### src/verilog/drc_cfg.svh
`ifndef DRC_CFG_SVH
`define DRC_CFG_SVH

// ==========================================================================
// timing counts, in system clock cycles
// ==========================================================================
// low drive period on the soft reset pin
`define DRC_DRIVE_CYCLES  6
// wait after releasing the pin before sensing it again; covers the
// two-flop synchroniser plus the cycle in which the pin itself recovers
`define DRC_SETTLE_CYCLES 3
// width of the drive/settle counter
`define DRC_CNT_W         3
// width of the saturating drive-period counter
`define DRC_ECHO_W        8

// ==========================================================================
// reset values
// ==========================================================================
`define DRC_RST_ASSERTED  1'b0
`define DRC_RST_RELEASED  1'b1

`endif

### src/verilog/drc_pkg.sv
package drc_pkg;

   // ==========================================================================
   // soft reset pin sequencer states
   // ==========================================================================
   typedef enum logic [2:0] {
      DRC_IDLE   = 3'b001,
      DRC_DRIVE  = 3'b010,
      DRC_SETTLE = 3'b100
   } drc_state_t;

endpackage : drc_pkg

### src/verilog/drc_sync.sv
`timescale 1ns/1ps

// two-flop synchroniser with an asynchronous clear to a constant
module drc_sync (
   // clock and clear
   input  wire logic clk_in,
   input  wire logic clr_n_in,
   // data
   input  wire logic d_in,
   output logic      q_out
);

   logic meta_r;
   logic sync_r;

   // ==========================================================================
   // stages
   // ==========================================================================
   // only the second stage is visible outside
   always_ff @(posedge clk_in or negedge clr_n_in) begin
      if (!clr_n_in) begin
         meta_r <= 1'b0;
         sync_r <= 1'b0;
      end else begin
         meta_r <= d_in;
         sync_r <= meta_r;
      end
   end

   assign q_out = sync_r;

endmodule : drc_sync

### src/verilog/drc_top.sv
`timescale 1ns/1ps
`include "drc_cfg.svh"

module drc_top #(
   parameter int DRIVE_CYCLES  = `DRC_DRIVE_CYCLES,
   parameter int SETTLE_CYCLES = `DRC_SETTLE_CYCLES
) (
   // clock and internal power-on reset
   input  wire logic                   clk_in,
   input  wire logic                   rst_n_in,
   // hardware reset pin
   input  wire logic                   hw_reset_n_pin_in,
   // soft reset pin, two-way
   input  wire logic                   soft_reset_n_pin_in,
   output logic                        soft_reset_n_pin_out,
   output logic                        soft_reset_n_pin_oe_out,
   // reset domains
   output logic                        por_rst_n_out,
   output logic                        core_rst_n_out,
   output logic                        dbg_rst_n_out,
   // execution and status
   output logic                        run_out,
   output logic                        exec_start_out,
   output logic                        soft_active_out,
   output logic                        soft_cause_out,
   output logic [`DRC_ECHO_W-1:0]      echo_count_out
);

   localparam logic [`DRC_CNT_W-1:0] DRIVE_LAST  = `DRC_CNT_W'(DRIVE_CYCLES - 1);
   localparam logic [`DRC_CNT_W-1:0] SETTLE_LAST = `DRC_CNT_W'(SETTLE_CYCLES - 1);
   localparam logic [`DRC_ECHO_W-1:0] ECHO_MAX   = '1;

   logic                     hw_clr_n;
   logic                     por_n;
   logic                     soft_s;
   drc_pkg::drc_state_t      state_r;
   drc_pkg::drc_state_t      state_nxt;
   logic [`DRC_CNT_W-1:0]    cnt_r;
   logic [`DRC_CNT_W-1:0]    cnt_nxt;
   logic                     core_rst_n_r;
   logic                     run_r;
   logic                     exec_start_r;
   logic                     soft_cause_r;
   logic [`DRC_ECHO_W-1:0]   echo_cnt_r;
   logic                     drive_done;
   logic                     settle_done;
   logic                     soft_active_r;
   logic                     seq_start;
   logic                     seq_end;

   // ==========================================================================
   // pin synchronisers
   // ==========================================================================
   // the hardware pin clears its synchroniser directly, so reset asserts
   // without a clock edge and releases two edges after the pin goes high
   assign hw_clr_n = rst_n_in & hw_reset_n_pin_in;

   drc_sync u_hw_sync (
      .clk_in   (clk_in),
      .clr_n_in (hw_clr_n),
      .d_in     (1'b1),
      .q_out    (por_n)
   );

   // soft pin is sampled as data; a low pin reads back through two stages
   drc_sync u_soft_sync (
      .clk_in   (clk_in),
      .clr_n_in (rst_n_in),
      .d_in     (soft_reset_n_pin_in),
      .q_out    (soft_s)
   );

   // ==========================================================================
   // soft reset pin sequencer
   // ==========================================================================
   assign drive_done  = (cnt_r == DRIVE_LAST);
   assign settle_done = (cnt_r == SETTLE_LAST);

   always_comb begin
      state_nxt = state_r;
      cnt_nxt   = cnt_r;
      unique case (state_r)
         drc_pkg::DRC_IDLE: begin
            cnt_nxt = '0;
            if (!soft_s) begin
               state_nxt = drc_pkg::DRC_DRIVE;
            end
         end
         drc_pkg::DRC_DRIVE: begin
            if (drive_done) begin
               state_nxt = drc_pkg::DRC_SETTLE;
               cnt_nxt   = '0;
            end else begin
               cnt_nxt = cnt_r + 1'b1;
            end
         end
         drc_pkg::DRC_SETTLE: begin
            if (settle_done) begin
               cnt_nxt = '0;
               // the stale low of our own drive has flushed by now
               if (!soft_s) begin
                  state_nxt = drc_pkg::DRC_DRIVE;
               end else begin
                  state_nxt = drc_pkg::DRC_IDLE;
               end
            end else begin
               cnt_nxt = cnt_r + 1'b1;
            end
         end
         default: begin
            state_nxt = drc_pkg::DRC_IDLE;
            cnt_nxt   = '0;
         end
      endcase
   end

   // whole sequencer sits under the hardware reset domain
   always_ff @(posedge clk_in or negedge por_n) begin
      if (!por_n) begin
         state_r <= drc_pkg::DRC_IDLE;
         cnt_r   <= '0;
      end else begin
         state_r <= state_nxt;
         cnt_r   <= cnt_nxt;
      end
   end

   // ==========================================================================
   // core reset domain
   // ==========================================================================
   // held from the first low sense until the pin is seen high again
   always_ff @(posedge clk_in or negedge por_n) begin
      if (!por_n) begin
         core_rst_n_r <= `DRC_RST_ASSERTED;
      end else if (state_nxt != drc_pkg::DRC_IDLE) begin
         core_rst_n_r <= `DRC_RST_ASSERTED;
      end else begin
         core_rst_n_r <= `DRC_RST_RELEASED;
      end
   end

   // ==========================================================================
   // execution start
   // ==========================================================================
   // one pulse on the first running cycle, so a restart is seen exactly once
   always_ff @(posedge clk_in or negedge por_n) begin
      if (!por_n) begin
         run_r        <= 1'b0;
         exec_start_r <= 1'b0;
      end else begin
         run_r        <= core_rst_n_r;
         exec_start_r <= core_rst_n_r & ~run_r;
      end
   end

   // ==========================================================================
   // status kept across soft reset
   // ==========================================================================
   // sequence start for the echo counter and sequence end for the cause flag below
   assign seq_start = (state_r == drc_pkg::DRC_IDLE) && (state_nxt == drc_pkg::DRC_DRIVE);
   assign seq_end   = (state_r != drc_pkg::DRC_IDLE) && (state_nxt == drc_pkg::DRC_IDLE);

   // own flop, so the flag reads low under hardware reset instead of
   // following the asserted core reset flop
   always_ff @(posedge clk_in or negedge por_n) begin
      if (!por_n) begin
         soft_active_r <= 1'b0;
      end else begin
         soft_active_r <= (state_nxt != drc_pkg::DRC_IDLE);
      end
   end

   // cause flag lives in the power-on domain; only the hardware pin or the internal power-on reset clears it
   always_ff @(posedge clk_in or negedge por_n) begin
      if (!por_n) begin
         soft_cause_r <= 1'b0;
      end else if (seq_end) begin
         soft_cause_r <= 1'b1;
      end
   end

   // drive periods of the current soft reset event, saturating
   always_ff @(posedge clk_in or negedge por_n) begin
      if (!por_n) begin
         echo_cnt_r <= '0;
      end else if (seq_start) begin
         echo_cnt_r <= `DRC_ECHO_W'(1);
      end else if (state_r == drc_pkg::DRC_SETTLE && state_nxt == drc_pkg::DRC_DRIVE
                   && echo_cnt_r != ECHO_MAX) begin
         echo_cnt_r <= echo_cnt_r + 1'b1;
      end
   end

   // ==========================================================================
   // outputs
   // ==========================================================================
   // pin only ever sinks; the external pullup supplies the high level
   assign soft_reset_n_pin_out    = 1'b0;
   assign soft_reset_n_pin_oe_out = state_r[1];

   // power-on and debug domains ignore the soft pin
   assign por_rst_n_out   = por_n;
   assign dbg_rst_n_out   = por_n;
   // and with por_n keeps the core assert free of a clock edge
   assign core_rst_n_out  = por_n & core_rst_n_r;
   assign run_out         = run_r;
   assign exec_start_out  = exec_start_r;
   assign soft_active_out = soft_active_r;
   assign soft_cause_out  = soft_cause_r;
   assign echo_count_out  = echo_cnt_r;

endmodule : drc_top

### config.mk
export PLATFORM = sky130hd
export DESIGN_NAME = drc_top
export DESIGN_NICKNAME = d
export VERILOG_FILES = /design/src/verilog/drc_pkg.sv /design/src/verilog/drc_sync.sv /design/src/verilog/drc_top.sv
export VERILOG_INCLUDE_DIRS = /design/src /design/src/verilog
export SDC_FILE = /design/constraint.sdc
export NUM_CORES = 1
export LEC_CHECK = 0
export ABC_AREA = 1
export BUFFER_PORTS_ARGS = -buffer_cell sky130_fd_sc_hd__buf_2
export CORE_UTILIZATION = 25
export CTS_CLUSTER_SIZE = 25
export DETAILED_ROUTE_END_ITERATION = 7
export SLEW_MARGIN = 20
export SYNTH_ARGS = -nofsm -noshare
export SYNTH_HDL_FRONTEND = slang
export SYNTH_HIERARCHICAL = 1
export SYNTH_SLANG_ARGS = --single-unit
### constraint.sdc
create_clock -name clk_in -period 2.3 [get_ports clk_in]
set_input_delay 0.46 -clock clk_in [delete_from_list [all_inputs] [get_ports clk_in]]
set_output_delay 0.46 -clock clk_in [all_outputs]
set_load 0.05 [all_outputs]
==> flow_metrics.env <==
export IMPL_start_util=0.262
export IMPL_p_int_w=0.000693
export IMPL_final_cell_mix="nand2_1 (44), dfrtp_1 (22), buf_2 (19), inv_1 (14), nand3_1 (11)"
export IMPL_yosys_warnings=6
export IMPL_worstSetupPathType="reg -> out"
export IMPL_final_nets=163
export IMPL_antenna_found_initial=0
export IMPL_fin_crit_sh=0.685
export IMPL_critPathArrivalTime_ns=1.12
export IMPL_syn_nets=140
export IMPL_viasPerCell=4.16
export IMPL_finalSetupViolations=0
export IMPL_fin_util=0.308
export IMPL_netlist_area_mm2=0.00115
export IMPL_htreeDepth=1
export IMPL_cts_buffer_depth=2
export IMPL_powerDensity_mw_per_mm2=876
export IMPL_cts_made_buffers=3
export IMPL_max_cap_violations=0
export IMPL_synth_edf_count=0
export IMPL_fin_tns_setup_ns=0
export IMPL_die_height_um=69.8
export IMPL_area_delta_synth_final_pct=17.5
export IMPL_path_cells="nand2_1 -> inv_1 -> buf_2"
export IMPL_clock_skew_ns=0.00378
export IMPL_ir_drop_mv=0.290
export IMPL_rows=24
export IMPL_die_area_mm2=0.00487
export IMPL_crit_path_end_kind="output port"
export IMPL_ant_nets=0
export IMPL_slowest_delay_ns=0.48
export IMPL_grt_overflow_total=0
export IMPL_ctsRootBufferMaster="clkbuf_8"
export IMPL_drtPass1Iterations=4
export IMPL_clockPowerShare=0.212
export IMPL_hold_slack_ns=0.0635
export IMPL_synth_cell_types=27
export IMPL_p_switching_w=0.000490
export IMPL_synth_area_leaders="dfrtp_1 (48%), nand2_1 (14%), nand3_1 (4.8%), inv_1 (4.6%), nand2_2 (2.7%)"
export IMPL_grt_pass1_wl_mm=3.57
export IMPL_dp_hpwl_mm=1.56
export IMPL_hold_viol_final=0
export IMPL_synthFlopType="dfrtp_1"
export IMPL_drt_iter0_markers=52
export IMPL_grtUsageTotal=0.0913
export IMPL_diodes=0
export IMPL_num_vias=869
export IMPL_fmax_mhz=634
export IMPL_drive_above_1_share=0.280
export IMPL_drcViolationCount=0
export IMPL_wl_per_cell_um=9.67
export IMPL_cts_repair_resized=0
export IMPL_slowest_stage="dfrtp_1"
export IMPL_drv_slew=0
export IMPL_required_ns=1.84
export IMPL_port_buffers=19
export IMPL_combinationalPowerShare=0.342
export IMPL_outcome="completed"
export IMPL_period_minus_slack_ns=1.58
export IMPL_grt_pass1_vias=840
export IMPL_worstSetupStartpointType="flop"
export IMPL_syn_avg_cell_area_um2=8.51
export IMPL_core_area_mm2=0.00438
export IMPL_globalplace_congestion=0.781
export IMPL_p_leak_nw=0.734
export IMPL_cp_max_fo=8
export IMPL_io_pins=21
export IMPL_ys_ff_latch=23
export IMPL_yosysTopAreaCell="dfrtp_1"
export IMPL_grt_max_degree=16
export IMPL_wirelength_mm=2.02
export IMPL_synth_cells=135
export IMPL_post_cts_buffers=0
export IMPL_ys_seq_area_frac=0.502
export IMPL_p_sw_frac=0.414
export IMPL_cts_tree="done"
export IMPL_mostFrequentLayoutCell="nand2_1"
export IMPL_hp_class="in -> async"
export IMPL_clock_sinks=23
export IMPL_rsz0062_at_grt="false"
export IMPL_clk_latency_ns=0.26
export IMPL_clk_pin_slew_ns=0.08
export IMPL_synth_top_area_share=0.479
export IMPL_die_width_um=69.8
export IMPL_async_flop_share=1.00
export IMPL_pwr_share_seq=0.446
-- stage by stage --
stage	instances	area (µm²)	power (W)	worst slack [ns]
after floorplan	135	1150	0.000855	0.358
after global placement	204	1290	0.000946	0.947
after detailed placement	204	1290	0.000947	0.932
after CTS	209	1350	0.00121	0.683
after global routing	209	1350	0.00126	0.592
final	209	1350	0.00118	0.724
-- routing by layer --
layer	routed length (µm)	vias up	track usage
met2	908	18	0.147
met5	0	-	0
met3	97	2	0.0320
li1	-	454	-
met1	1010	395	0.120
met4	7	0	0.0133
-- Yosys cell counts, types with 2 or more instances --
master / count
conb_1: 2
nor2_2: 2
nand2_2: 5
inv_2: 3
nand3_2: 2
nor2_1: 7
nand4_1: 2
nand3b_1: 2
nand3_1: 11
dfrtp_1: 22
buf_4: 3
nor3_1: 2
inv_1: 14
or2_2: 2
nand2_1: 44
-- final timing paths --
kind                                          startpoint                             to  slack, ns  depth (start not counted)
max reg2reg                echo_count_out[0]$_DFFE_PN0P_  echo_count_out[1]$_DFFE_PN0P_       0.93                          9
max in group asynchronous                       rst_n_in     u_hw_sync/meta_r$_DFF_PN0_       1.52                          4
min reg2reg                    u_hw_sync/q_out$_DFF_PN0_              run_out$_DFF_PN0_       0.10                          0
min in group clk_in                  soft_reset_n_pin_in   u_soft_sync/meta_r$_DFF_PN0_       0.30                          1
max                            u_hw_sync/q_out$_DFF_PN0_                 core_rst_n_out       0.72                          3
min                                    hw_reset_n_pin_in      u_hw_sync/q_out$_DFF_PN0_       0.06                          3
-- power groups by stage --
stage               sequential, W  combinational [W]  clock (W)
global placement         0.000538           0.000408          0
global route             0.000541           0.000440   0.000284
finish                   0.000528           0.000405   0.000251
CTS                      0.000530           0.000411   0.000269
floorplan                0.000678           0.000177          0
detailed placement       0.000538           0.000409          0
-- cell families after synthesis --
family	synth area share
other	0.00654
buffers and inverters	0.0850
adder cells (fa/ha/maj)	0.0109
XOR/XNOR	0.0153
AND/OR/NAND/NOR	0.351
AO/OA/AOI/OAI	0.0294
flip-flops	0.502
-- state kept, by name, summed over array words and instances (netlist names) --
register / flops
echo_count_out: 8
cnt_r: 3
state_r: 3
core_rst_n_r: 1
exec_start_out: 1
run_out: 1
soft_active_out: 1
soft_cause_out: 1
u_hw_sync/meta_r: 1
u_hw_sync/q_out: 1
u_soft_sync/meta_r: 1
u_soft_sync/q_out: 1
-- final cells by class --
type	count	area, µm²
Tap cell	52	65.1
Clock inverter	1	5.00
Inverter	18	75.1
Fill cell	468	3030
Multi-Input combinational cell	91	474
Clock buffer	3	41.3
Timing Repair Buffer	21	113
Sequential cell	23	577
-- worst max-delay path, delay by kind of cell (launching register included) --
family	cells	cell delay, ns
flops	1	0.48
simple gates	1	0.08
buf+inv	2	0.29
-- timing repair --
item,in CTS,in global routing
hold buffers,1,0
hold endpoints to repair,2,0
setup endpoints to repair,0,0
No activity file was read; power rests on OpenSTA's default activity.
